==> src/verilog/uartc_pkg.sv <==
// Constants and types for the asynchronous serial transmitter and receiver core
// Functional notes
// - Load strobe captures parallel character into holding buffer
// - Short characters send only low-order bits
// - Load strobe rise drives holding-empty low
// - Idle shifter takes character within one bit-clock
// - Transmit bit lasts sixteen bit-clock periods
// - Load during shifting only fills holding buffer
// - Waiting character moves automatically, starts one clock later
// - Add start, parity, stop framing on serial output
// - Receiver shifts with sixteen-times bit-rate clock
// - Clear input drops data-ready flag
// - Copy received character during first stop bit
// - Received short characters zero-filled in upper bits
// - Overrun set when data-ready still pending at copy
// - Data-ready and framing flag one clock after copy
// - Framing error when stop bit is low
// - Parity error when received parity mismatches
`default_nettype none
package uartc_pkg;
  // Register byte offsets
  localparam logic [7:0] OFF_CTRL  = 8'h00;
  localparam logic [7:0] OFF_DIV   = 8'h04;
  localparam logic [7:0] OFF_TXD   = 8'h08;
  localparam logic [7:0] OFF_RXD   = 8'h0C;
  localparam logic [7:0] OFF_STAT  = 8'h10;
  localparam logic [7:0] OFF_ISTAT = 8'h14;
  localparam logic [7:0] OFF_IMASK = 8'h18;
  // Control fields
  localparam int CTL_W   = 5;
  localparam int CTL_LEN = 0;
  localparam int CTL_PI  = 2;
  localparam int CTL_EPE = 3;
  localparam int CTL_SBS = 4;
  localparam logic [4:0]  CTRL_RST = 5'h07;
  localparam logic [31:0] DIV_RST  = 32'h000C_000C;
  localparam int DIV_TX_LSB = 0;
  localparam int DIV_RX_LSB = 16;
  // Status fields
  localparam int ST_THE = 0;
  localparam int ST_TSE = 1;
  localparam int ST_DR  = 2;
  localparam int ST_OE  = 3;
  localparam int ST_FE  = 4;
  localparam int ST_PE  = 5;
  // Interrupt fields
  localparam int IRQ_W  = 5;
  localparam int IRQ_RX = 0;
  localparam int IRQ_OE = 1;
  localparam int IRQ_FE = 2;
  localparam int IRQ_PE = 3;
  localparam int IRQ_TX = 4;
  // Character and frame
  localparam int DATA_W  = 8;
  localparam int FRAME_W = 12;
  localparam logic [3:0] MIN_LEN  = 4'h5;
  localparam logic [3:0] SUB_LAST = 4'hF;
  localparam logic [3:0] SUB_MID  = 4'h7;
  localparam logic [1:0] RESP_OKAY   = 2'h0;
  localparam logic [1:0] RESP_SLVERR = 2'h2;
  typedef enum {RX_IDLE, RX_START, RX_DATA, RX_PAR, RX_STOP} uartc_rx_state_type;
endpackage
`default_nettype wire

==> src/verilog/uartc_core.sv <==
// Asynchronous serial transmitter and receiver core with AXI4-Lite registers
`timescale 1ns/100ps
`default_nettype none
module uartc_core (
  input  wire logic        aclk,
  input  wire logic        aresetn,
  input  wire logic [31:0] s_axi_awaddr,
  input  wire logic [2:0]  s_axi_awprot,
  input  wire logic        s_axi_awvalid,
  output logic             s_axi_awready,
  input  wire logic [31:0] s_axi_wdata,
  input  wire logic [3:0]  s_axi_wstrb,
  input  wire logic        s_axi_wvalid,
  output logic             s_axi_wready,
  output logic [1:0]       s_axi_bresp,
  output logic             s_axi_bvalid,
  input  wire logic        s_axi_bready,
  input  wire logic [31:0] s_axi_araddr,
  input  wire logic [2:0]  s_axi_arprot,
  input  wire logic        s_axi_arvalid,
  output logic             s_axi_arready,
  output logic [31:0]      s_axi_rdata,
  output logic [1:0]       s_axi_rresp,
  output logic             s_axi_rvalid,
  input  wire logic        s_axi_rready,
  output logic             tx_serial_out,
  input  wire logic        rx_serial_in,
  output logic             irq
);
  logic                         aw_got_ff, w_got_ff, bvalid_ff, rvalid_ff, irq_ff;
  logic [7:0]                   aw_addr_ff;
  logic [31:0]                  wdata_ff, rdata_ff, div_ff, wmask;
  logic [3:0]                   wstrb_ff;
  logic [1:0]                   bresp_ff, rresp_ff;
  logic                         wr_do, rd_do, wr_map, rd_map;
  logic [uartc_pkg::CTL_W-1:0]  ctrl_ff;
  logic [uartc_pkg::IRQ_W-1:0]  istat_ff, imask_ff, irq_ev;
  logic [15:0]                  tx_div_cnt_ff, rx_div_cnt_ff;
  logic                         tx_bit_clock, rx_bit_clock;
  logic [3:0]                   data_len;
  logic [uartc_pkg::DATA_W-1:0] dmask;
  logic                         par_inh, even_par;
  logic                         tx_holding_load, tx_xfer, tx_par;
  logic [uartc_pkg::DATA_W-1:0] tx_holding_ff;
  logic                         tx_full_ff, tx_busy_ff;
  logic [uartc_pkg::FRAME_W-1:0] tx_sr_ff, tx_frame;
  logic [3:0]                   tx_sub_ff, tx_left_ff, tx_nbits;
  logic                         rx_s1_ff, rx_s2_ff;
  uartc_pkg::uartc_rx_state_type rx_state_ff;
  logic [3:0]                   rx_sub_ff, rx_idx_ff;
  logic [uartc_pkg::DATA_W-1:0] rx_sr_ff, rx_holding_buffer_ff;
  logic                         rx_par_ff, rx_stop_ff, rx_pend_ff, rx_xfer, dr_set, pe_calc;
  logic                         data_ready_flag_ff, overrun_ff;
  logic                         framing_error_flag_ff, parity_error_flag_ff;
  logic                         received_char_clear;

  // Bus handshakes: one write and one read in flight
  assign s_axi_awready = !aw_got_ff && !bvalid_ff;
  assign s_axi_wready  = !w_got_ff && !bvalid_ff;
  assign s_axi_arready = !rvalid_ff;
  assign s_axi_bvalid  = bvalid_ff;
  assign s_axi_bresp   = bresp_ff;
  assign s_axi_rvalid  = rvalid_ff;
  assign s_axi_rresp   = rresp_ff;
  assign s_axi_rdata   = rdata_ff;
  assign irq           = irq_ff;
  assign wr_do = aw_got_ff && w_got_ff && !bvalid_ff;
  assign rd_do = s_axi_arvalid && !rvalid_ff;
  assign wmask = {{8{wstrb_ff[3]}}, {8{wstrb_ff[2]}}, {8{wstrb_ff[1]}}, {8{wstrb_ff[0]}}};
  assign wr_map = aw_addr_ff inside {uartc_pkg::OFF_CTRL, uartc_pkg::OFF_DIV,
                  uartc_pkg::OFF_TXD, uartc_pkg::OFF_ISTAT, uartc_pkg::OFF_IMASK};
  assign rd_map = s_axi_araddr[7:0] inside {uartc_pkg::OFF_CTRL, uartc_pkg::OFF_DIV,
                  uartc_pkg::OFF_TXD, uartc_pkg::OFF_RXD, uartc_pkg::OFF_STAT,
                  uartc_pkg::OFF_ISTAT, uartc_pkg::OFF_IMASK} && s_axi_araddr[31:8] == 24'h00_0000;

  // Address and data may arrive in either order; each is held until both are in
  always_ff @(posedge aclk) begin
    if (!aresetn) begin
      aw_got_ff  <= 1'b0;
      w_got_ff   <= 1'b0;
      aw_addr_ff <= 8'h00;
      wdata_ff   <= 32'h0000_0000;
      wstrb_ff   <= 4'h0;
    end else begin
      if (s_axi_awvalid && s_axi_awready) begin
        aw_got_ff  <= 1'b1;
        aw_addr_ff <= (s_axi_awaddr[31:8] == 24'h00_0000) ? s_axi_awaddr[7:0] : 8'hFF;
      end else if (wr_do) begin
        aw_got_ff <= 1'b0;
      end
      if (s_axi_wvalid && s_axi_wready) begin
        w_got_ff <= 1'b1;
        wdata_ff <= s_axi_wdata;
        wstrb_ff <= s_axi_wstrb;
      end else if (wr_do) begin
        w_got_ff <= 1'b0;
      end
    end
  end

  // Write response; unmapped addresses answer SLVERR
  always_ff @(posedge aclk) begin
    if (!aresetn) begin
      bvalid_ff <= 1'b0;
      bresp_ff  <= uartc_pkg::RESP_OKAY;
    end else if (wr_do) begin
      bvalid_ff <= 1'b1;
      bresp_ff  <= wr_map ? uartc_pkg::RESP_OKAY : uartc_pkg::RESP_SLVERR;
    end else if (s_axi_bready) begin
      bvalid_ff <= 1'b0;
    end
  end

  // Read data captured at the address handshake
  always_ff @(posedge aclk) begin
    if (!aresetn) begin
      rvalid_ff <= 1'b0;
      rresp_ff  <= uartc_pkg::RESP_OKAY;
      rdata_ff  <= 32'h0000_0000;
    end else if (rd_do) begin
      rvalid_ff <= 1'b1;
      rresp_ff  <= rd_map ? uartc_pkg::RESP_OKAY : uartc_pkg::RESP_SLVERR;
      rdata_ff  <= 32'h0000_0000;
      unique case (s_axi_araddr[7:0])
        uartc_pkg::OFF_CTRL:  rdata_ff[uartc_pkg::CTL_W-1:0] <= ctrl_ff;
        uartc_pkg::OFF_DIV:   rdata_ff <= div_ff;
        uartc_pkg::OFF_TXD:   rdata_ff[uartc_pkg::DATA_W-1:0] <= tx_holding_ff;
        uartc_pkg::OFF_RXD:   rdata_ff[uartc_pkg::DATA_W-1:0] <= rx_holding_buffer_ff;
        uartc_pkg::OFF_STAT: begin
          rdata_ff[uartc_pkg::ST_THE] <= !tx_full_ff;
          rdata_ff[uartc_pkg::ST_TSE] <= !tx_busy_ff;
          rdata_ff[uartc_pkg::ST_DR]  <= data_ready_flag_ff;
          rdata_ff[uartc_pkg::ST_OE]  <= overrun_ff;
          rdata_ff[uartc_pkg::ST_FE]  <= framing_error_flag_ff;
          rdata_ff[uartc_pkg::ST_PE]  <= parity_error_flag_ff;
        end
        uartc_pkg::OFF_ISTAT: rdata_ff[uartc_pkg::IRQ_W-1:0] <= istat_ff;
        uartc_pkg::OFF_IMASK: rdata_ff[uartc_pkg::IRQ_W-1:0] <= imask_ff;
        default:              rdata_ff <= 32'h0000_0000;
      endcase
    end else if (s_axi_rready) begin
      rvalid_ff <= 1'b0;
    end
  end

  // Reading the receive buffer acts as the clear strobe
  assign received_char_clear = rd_do && s_axi_araddr == {24'h00_0000, uartc_pkg::OFF_RXD};
  assign tx_holding_load = wr_do && aw_addr_ff == uartc_pkg::OFF_TXD && wstrb_ff[0];

  // Configuration registers, byte-lane merged
  always_ff @(posedge aclk) begin
    if (!aresetn) begin
      ctrl_ff  <= uartc_pkg::CTRL_RST;
      div_ff   <= uartc_pkg::DIV_RST;
      imask_ff <= '0;
    end else if (wr_do) begin
      if (aw_addr_ff == uartc_pkg::OFF_CTRL)
        ctrl_ff <= (ctrl_ff & ~wmask[uartc_pkg::CTL_W-1:0]) | (wdata_ff[uartc_pkg::CTL_W-1:0] & wmask[uartc_pkg::CTL_W-1:0]);
      if (aw_addr_ff == uartc_pkg::OFF_DIV)
        div_ff <= (div_ff & ~wmask) | (wdata_ff & wmask);
      if (aw_addr_ff == uartc_pkg::OFF_IMASK)
        imask_ff <= (imask_ff & ~wmask[uartc_pkg::IRQ_W-1:0]) | (wdata_ff[uartc_pkg::IRQ_W-1:0] & wmask[uartc_pkg::IRQ_W-1:0]);
    end
  end

  // Sticky events, write one to clear; a new event wins over the clear
  assign irq_ev[uartc_pkg::IRQ_RX] = dr_set;
  assign irq_ev[uartc_pkg::IRQ_OE] = rx_xfer && data_ready_flag_ff;
  assign irq_ev[uartc_pkg::IRQ_FE] = dr_set && !rx_stop_ff;
  assign irq_ev[uartc_pkg::IRQ_PE] = rx_xfer && pe_calc;
  assign irq_ev[uartc_pkg::IRQ_TX] = tx_xfer;
  always_ff @(posedge aclk) begin
    if (!aresetn) begin
      istat_ff <= '0;
      irq_ff   <= 1'b0;
    end else begin
      if (wr_do && aw_addr_ff == uartc_pkg::OFF_ISTAT)
        istat_ff <= (istat_ff & ~(wdata_ff[uartc_pkg::IRQ_W-1:0] & wmask[uartc_pkg::IRQ_W-1:0])) | irq_ev;
      else
        istat_ff <= istat_ff | irq_ev;
      irq_ff <= |(istat_ff & imask_ff);
    end
  end

  // Sixteen-times bit-rate enables, one per direction
  assign tx_bit_clock = tx_div_cnt_ff >= div_ff[uartc_pkg::DIV_TX_LSB +: 16];
  assign rx_bit_clock = rx_div_cnt_ff >= div_ff[uartc_pkg::DIV_RX_LSB +: 16];
  always_ff @(posedge aclk) begin
    if (!aresetn) begin
      tx_div_cnt_ff <= 16'h0000;
      rx_div_cnt_ff <= 16'h0000;
    end else begin
      tx_div_cnt_ff <= tx_bit_clock ? 16'h0000 : tx_div_cnt_ff + 16'h0001;
      rx_div_cnt_ff <= rx_bit_clock ? 16'h0000 : rx_div_cnt_ff + 16'h0001;
    end
  end

  // Character format decode shared by both directions
  assign data_len = {2'b00, ctrl_ff[uartc_pkg::CTL_LEN +: 2]} + uartc_pkg::MIN_LEN;
  assign par_inh  = ctrl_ff[uartc_pkg::CTL_PI];
  assign even_par = ctrl_ff[uartc_pkg::CTL_EPE];
  assign dmask    = 8'hFF >> (4'h8 - data_len);

  // Holding buffer; a load keeps it full through a same-cycle transfer of the old character to the shifter
  assign tx_xfer = tx_bit_clock && !tx_busy_ff && tx_full_ff;
  always_ff @(posedge aclk) begin
    if (!aresetn) begin
      tx_holding_ff <= 8'h00;
      tx_full_ff    <= 1'b0;
    end else if (tx_holding_load) begin
      tx_holding_ff <= wdata_ff[uartc_pkg::DATA_W-1:0] & dmask;
      tx_full_ff    <= 1'b1;
    end else if (tx_xfer) begin
      tx_full_ff <= 1'b0;
    end
  end

  // Frame builder: start, data low bit first, optional parity, stops
  assign tx_par = ^tx_holding_ff ^ ~even_par;
  always_comb begin
    tx_frame    = '1;
    tx_frame[0] = 1'b0;
    for (int i = 0; i < uartc_pkg::DATA_W; i++) begin
      if (i < int'(data_len))
        tx_frame[1 + i] = tx_holding_ff[i];
    end
    if (!par_inh)
      tx_frame[4'h1 + data_len] = tx_par;
    tx_nbits = 4'h1 + data_len + {3'b000, !par_inh} + (ctrl_ff[uartc_pkg::CTL_SBS] ? 4'h2 : 4'h1);
  end

  // Shifter: each bit held for sixteen enables; shifts in ones so the line idles high
  always_ff @(posedge aclk) begin
    if (!aresetn) begin
      tx_sr_ff   <= '1;
      tx_busy_ff <= 1'b0;
      tx_sub_ff  <= 4'h0;
      tx_left_ff <= 4'h0;
    end else if (tx_xfer) begin
      tx_sr_ff   <= tx_frame;
      tx_left_ff <= tx_nbits;
      tx_sub_ff  <= 4'h0;
      tx_busy_ff <= 1'b1;
    end else if (tx_bit_clock && tx_busy_ff) begin
      tx_sub_ff <= tx_sub_ff + 4'h1;
      if (tx_sub_ff == uartc_pkg::SUB_LAST) begin
        tx_sr_ff   <= {1'b1, tx_sr_ff[uartc_pkg::FRAME_W-1:1]};
        tx_left_ff <= tx_left_ff - 4'h1;
        if (tx_left_ff == 4'h1)
          tx_busy_ff <= 1'b0;
      end
    end
  end
  assign tx_serial_out = tx_sr_ff[0];

  // Two-flop synchroniser on the receive pin
  always_ff @(posedge aclk) begin
    if (!aresetn) begin
      rx_s1_ff <= 1'b1;
      rx_s2_ff <= 1'b1;
    end else begin
      rx_s1_ff <= rx_serial_in;
      rx_s2_ff <= rx_s1_ff;
    end
  end

  // Receive sequencer; a start that is high at its midpoint is treated as noise
  always_ff @(posedge aclk) begin
    if (!aresetn) begin
      rx_state_ff <= uartc_pkg::RX_IDLE;
      rx_sub_ff   <= 4'h0;
      rx_idx_ff   <= 4'h0;
      rx_sr_ff    <= 8'h00;
      rx_par_ff   <= 1'b0;
      rx_stop_ff  <= 1'b1;
    end else if (rx_bit_clock) begin
      rx_sub_ff <= rx_sub_ff + 4'h1;
      unique case (rx_state_ff)
        uartc_pkg::RX_IDLE: begin
          rx_sub_ff <= 4'h0;
          if (!rx_s2_ff)
            rx_state_ff <= uartc_pkg::RX_START;
        end
        uartc_pkg::RX_START: begin
          if (rx_sub_ff == uartc_pkg::SUB_MID) begin
            rx_sub_ff   <= 4'h0;
            rx_idx_ff   <= 4'h0;
            rx_sr_ff    <= 8'h00;
            rx_state_ff <= rx_s2_ff ? uartc_pkg::RX_IDLE : uartc_pkg::RX_DATA;
          end
        end
        uartc_pkg::RX_DATA: begin
          if (rx_sub_ff == uartc_pkg::SUB_LAST) begin
            rx_sr_ff[rx_idx_ff[2:0]] <= rx_s2_ff;
            rx_idx_ff <= rx_idx_ff + 4'h1;
            if (rx_idx_ff == data_len - 4'h1)
              rx_state_ff <= par_inh ? uartc_pkg::RX_STOP : uartc_pkg::RX_PAR;
          end
        end
        uartc_pkg::RX_PAR: begin
          if (rx_sub_ff == uartc_pkg::SUB_LAST) begin
            rx_par_ff   <= rx_s2_ff;
            rx_state_ff <= uartc_pkg::RX_STOP;
          end
        end
        uartc_pkg::RX_STOP: begin
          if (rx_sub_ff == uartc_pkg::SUB_LAST) begin
            rx_stop_ff  <= rx_s2_ff;
            rx_state_ff <= uartc_pkg::RX_IDLE;
          end
        end
      endcase
    end
  end

  // Copy at mid first stop bit; data-ready and framing flags follow one receive enable later
  assign rx_xfer = rx_bit_clock && rx_state_ff == uartc_pkg::RX_STOP && rx_sub_ff == uartc_pkg::SUB_LAST;
  assign pe_calc = !par_inh && (rx_par_ff != (^rx_sr_ff ^ ~even_par));
  assign dr_set  = rx_bit_clock && rx_pend_ff;
  always_ff @(posedge aclk) begin
    if (!aresetn) begin
      rx_holding_buffer_ff  <= 8'h00;
      overrun_ff            <= 1'b0;
      parity_error_flag_ff  <= 1'b0;
      framing_error_flag_ff <= 1'b0;
      rx_pend_ff            <= 1'b0;
    end else if (rx_xfer) begin
      rx_holding_buffer_ff <= rx_sr_ff & dmask;
      overrun_ff           <= data_ready_flag_ff;
      parity_error_flag_ff <= pe_calc;
      rx_pend_ff           <= 1'b1;
    end else if (dr_set) begin
      rx_pend_ff            <= 1'b0;
      framing_error_flag_ff <= !rx_stop_ff;
    end
  end

  // Data-ready: the set wins over a same-cycle clear
  always_ff @(posedge aclk) begin
    if (!aresetn)
      data_ready_flag_ff <= 1'b0;
    else if (dr_set)
      data_ready_flag_ff <= 1'b1;
    else if (received_char_clear)
      data_ready_flag_ff <= 1'b0;
  end
endmodule
`default_nettype wire

==> config.mk <==
export PLATFORM = sky130hd
export DESIGN_NAME = uartc_core
export DESIGN_NICKNAME = d
export VERILOG_FILES = /design/src/verilog/uartc_pkg.sv /design/src/verilog/uartc_core.sv
export SDC_FILE = /design/constraint.sdc
export NUM_CORES = 1
export LEC_CHECK = 0
export ABC_CLOCK_PERIOD_IN_PS = 4100
export BUFFER_PORTS_ARGS = -buffer_cell sky130_fd_sc_hd__buf_2
export CAP_MARGIN = 20
export CORE_MARGIN = 2
export CORE_UTILIZATION = 48
export CTS_BUF_LIST = sky130_fd_sc_hd__clkbuf_8
export CTS_CLUSTER_DIAMETER = 50
export DETAILED_ROUTE_END_ITERATION = 12
export GPL_TIMING_DRIVEN = 0
export PLACE_DENSITY = 0.69
export SETUP_SLACK_MARGIN = 0.05
export SKIP_LAST_GASP = 1
export SLEW_MARGIN = 40
export SYNTH_ARGS = -nofsm -noshare
export SYNTH_HDL_FRONTEND = slang
export SYNTH_SLANG_ARGS = --single-unit
==> constraint.sdc <==
create_clock -name aclk -period 4.1 [get_ports aclk]
set_input_delay 0.82 -clock aclk [delete_from_list [all_inputs] [get_ports aclk]]
set_output_delay 0.82 -clock aclk [all_outputs]
set_load 0.02 [all_outputs]
==> results.sh <==
export IMPL_p_per_area_mw_per_mm2=358
export IMPL_r2r_cells=9
export IMPL_crit_buf_inv=2
export IMPL_final_cells=1788
export IMPL_netlist_area_mm2=0.0108
export IMPL_dpl_cell_count=1724
export IMPL_critPathArrivalTime_ns=3.24
export IMPL_overflow=0
export IMPL_crit_chain="inv_1, ha_1, xor2_1, inv_1, ha_1, nor2b_1, o31ai_1, a21oi_1, o21a_1"
export IMPL_ios=157
export IMPL_fmax_ghz=0.356
export IMPL_drt_pass1_iter_count=6
export IMPL_criticalPathCategory="flop to flop"
export IMPL_finClkSkew_ns=0.0116
export IMPL_hold_viol=0
export IMPL_ant_nets=0
export IMPL_port_buffers=147
export IMPL_synth_cell_types=72
export IMPL_synth_edf_count=0
export IMPL_cts_resized=0
export IMPL_die_area_mm2=0.0237
export IMPL_antenna_found_initial=0
export IMPL_grt_start_max_net_pins=11
export IMPL_setup_tns_ns=0
export IMPL_die_h_um=154
export IMPL_slew_headroom=0.436
export IMPL_multi_input_area_mm2=0.00571
export IMPL_grt_total_usage=0.254
export IMPL_cp_max_fo=9
export IMPL_clk_pin_slew_ns=0.06
export IMPL_drcViolationCount=0
export IMPL_hold_path_depth=1
export IMPL_fillers=2049
export IMPL_drtIter0Drc=828
export IMPL_final_seq_area_mm2=0.00456
export IMPL_coreArea_mm2=0.0220
export IMPL_post_route_util=0.574
export IMPL_diodes=0
export IMPL_dp_worst_setup_slack_ns=1.11
export IMPL_post_cts_buffers=0
export IMPL_period_share=0.685
export IMPL_htree_levels=2
export IMPL_syn_inst=1296
export IMPL_crit_slowest_cell="dfxtp_1"
export IMPL_path_delay_family="adder cells"
export IMPL_syn_area_per_cell_um2=8.33
export IMPL_cts_made_buffers=39
export IMPL_clock_latency_ns=0.54
export IMPL_ir_drop_mv=0.274
export IMPL_yosys_warnings=0
export IMPL_yosys_most_used_dff="dfxtp_1"
export IMPL_grt_pass1_vias=9283
export IMPL_cts_root_buffer="clkbuf_8"
export IMPL_drv_cap=0
export IMPL_via_count=9950
export IMPL_num_nets_final=1651
export IMPL_setup_viol=0
export IMPL_run_status="finished, final reports clean"
export IMPL_initial_utilization=0.492
export IMPL_wl_mm=30.6
export IMPL_die_x_um=154
export IMPL_clock_sinks=228
export IMPL_rsz0062_at_grt="no"
export IMPL_clockBufferDepth=3
export IMPL_grt_pass1_wl_mm=48.5
export IMPL_p_total_mw=4.51
export IMPL_viasPerCell=5.56
export IMPL_wl_per_cell_um=17.1
export IMPL_fin_crit_ns=2.81
export IMPL_tightest_slew_ns=0.845
export IMPL_syn2layout_area_growth_pct=16.8
export IMPL_slowest_delay_ns=0.56
export IMPL_start_kind="flop"
export IMPL_slew_viol_final=0
export IMPL_hold_buffers=0
export IMPL_async_flop_share=0
export IMPL_place_gp_congestion=0.936
export IMPL_drive_gt1_frac=0.159
export IMPL_min_path_type="flop to flop"
export IMPL_setup_ws_ns=1.29
export IMPL_cp_end_kind="flop"
export IMPL_rows=54
export IMPL_crit_required_ns=4.53
export IMPL_p_leak_nw=5.11
export IMPL_cp_depth=9
export IMPL_yosysSeqAreaShare=0.423
export IMPL_dpl_hpwl_mm=22.7
export IMPL_synth_seq_cells=228
export IMPL_cts_tree="done"
[placed cells by master (no fill, tap or decap), types with 22 or more instances in the layout]
master    instances
a22oi_1          30
nand3_1          63
clkbuf_1         54
a21oi_1         122
clkbuf_8         46
dfxtp_1         228
inv_1            70
xnor2_1          22
mux2i_1          32
ha_1             50
nand2_1         196
buf_2           165
o21ai_0          42
nor2_1          109
xor2_1           29
[cell usage after synthesis (9+ instances only)]
| cell | count | share of area |
|---|---|---|
| nand4_1 | 12 | 0.0070 |
| o22ai_1 | 13 | 0.0075 |
| nand3_1 | 63 | 0.029 |
| nor4_1 | 12 | 0.0070 |
| a22oi_1 | 30 | 0.021 |
| nor2_1 | 109 | 0.038 |
| clkbuf_1 | 54 | 0.019 |
| nor2b_1 | 13 | 0.0075 |
| xnor2_1 | 22 | 0.018 |
| o311ai_0 | 9 | 0.0073 |
| nor3_1 | 21 | 0.0097 |
| nand2b_1 | 21 | 0.012 |
| xor2_1 | 29 | 0.024 |
| nand2_1 | 196 | 0.068 |
| and3_1 | 16 | 0.0093 |
| o21ai_0 | 42 | 0.019 |
| buf_2 | 18 | 0.0083 |
| mux2i_1 | 32 | 0.030 |
| inv_1 | 57 | 0.020 |
| a21oi_1 | 122 | 0.057 |
| dfxtp_1 | 228 | 0.42 |
| ha_1 | 50 | 0.058 |
[metal layers]
metal,part of all wire,up-vias,GRT usage
met5,0,-,0
met4,0.019,0,0.0721
met3,0.070,49,0.0349
met2,0.45,372,0.411
met1,0.47,4621,0.355
li1,-,4908,-
[final timing paths]
kind / slack, ns / from / endpoint
worst max-delay path: 1.29 / flop / tx_left_ff[3]
worst min-delay path: 0.41 / rx_s1_ff / rx_s2_ff
worst max register to register: 1.29 / flop / tx_left_ff[3]
worst min register to register: 0.41 / rx_s1_ff / rx_s2_ff
[worst register-to-register path, delay by kind of cell (launching register included)]
kind	cells	cell delay (ns)
adder cells (fa/ha/maj)	2	0.63
AO/OA/AOI/OAI	3	0.57
flip-flops	1	0.56
XOR/XNOR	1	0.49
buffers and inverters	2	0.34
AND/OR/NAND/NOR	1	0.13
[kinds of logic after synthesis]
logic type | count (synthesis) | share of synthesized area
other cells | 1 | 0.000347
xor+xnor | 52 | 0.0434
compound gates | 286 | 0.166
fa+ha+maj | 52 | 0.0616
mux | 40 | 0.0380
simple gates | 504 | 0.218
flops | 228 | 0.423
buf+inv | 133 | 0.0494
[final cells by class]
class / count / share of cell area
Multi-Input combinational cell: 936 / 0.453
Buffer: 75 / 0.0250
Inverter: 58 / 0.0173
Sequential cell: 228 / 0.362
Clock inverter: 18 / 0.00655
Clock buffer: 46 / 0.0502
Timing Repair Buffer: 147 / 0.0583
Tap cell: 280 / 0.0278
[metrics by stage]
step           area [µm²]  hold slack [ns]
2_1_floorplan       10800            0.386
3_3_place_gp        11900            0.389
3_5_place_dp        11900            0.396
4_1_cts             12600            0.410
5_1_grt             12600            0.442
6_report            12600            0.409
[report_power, final]
group	internal [mW]	switching, mW	leakage, nW
registers	2.26	0.0367	1.85
clock network	1.01	0.912	0.413
logic	0.102	0.186	2.85
total	3.38	1.13	5.11
(Power assumes the default switching activity.)
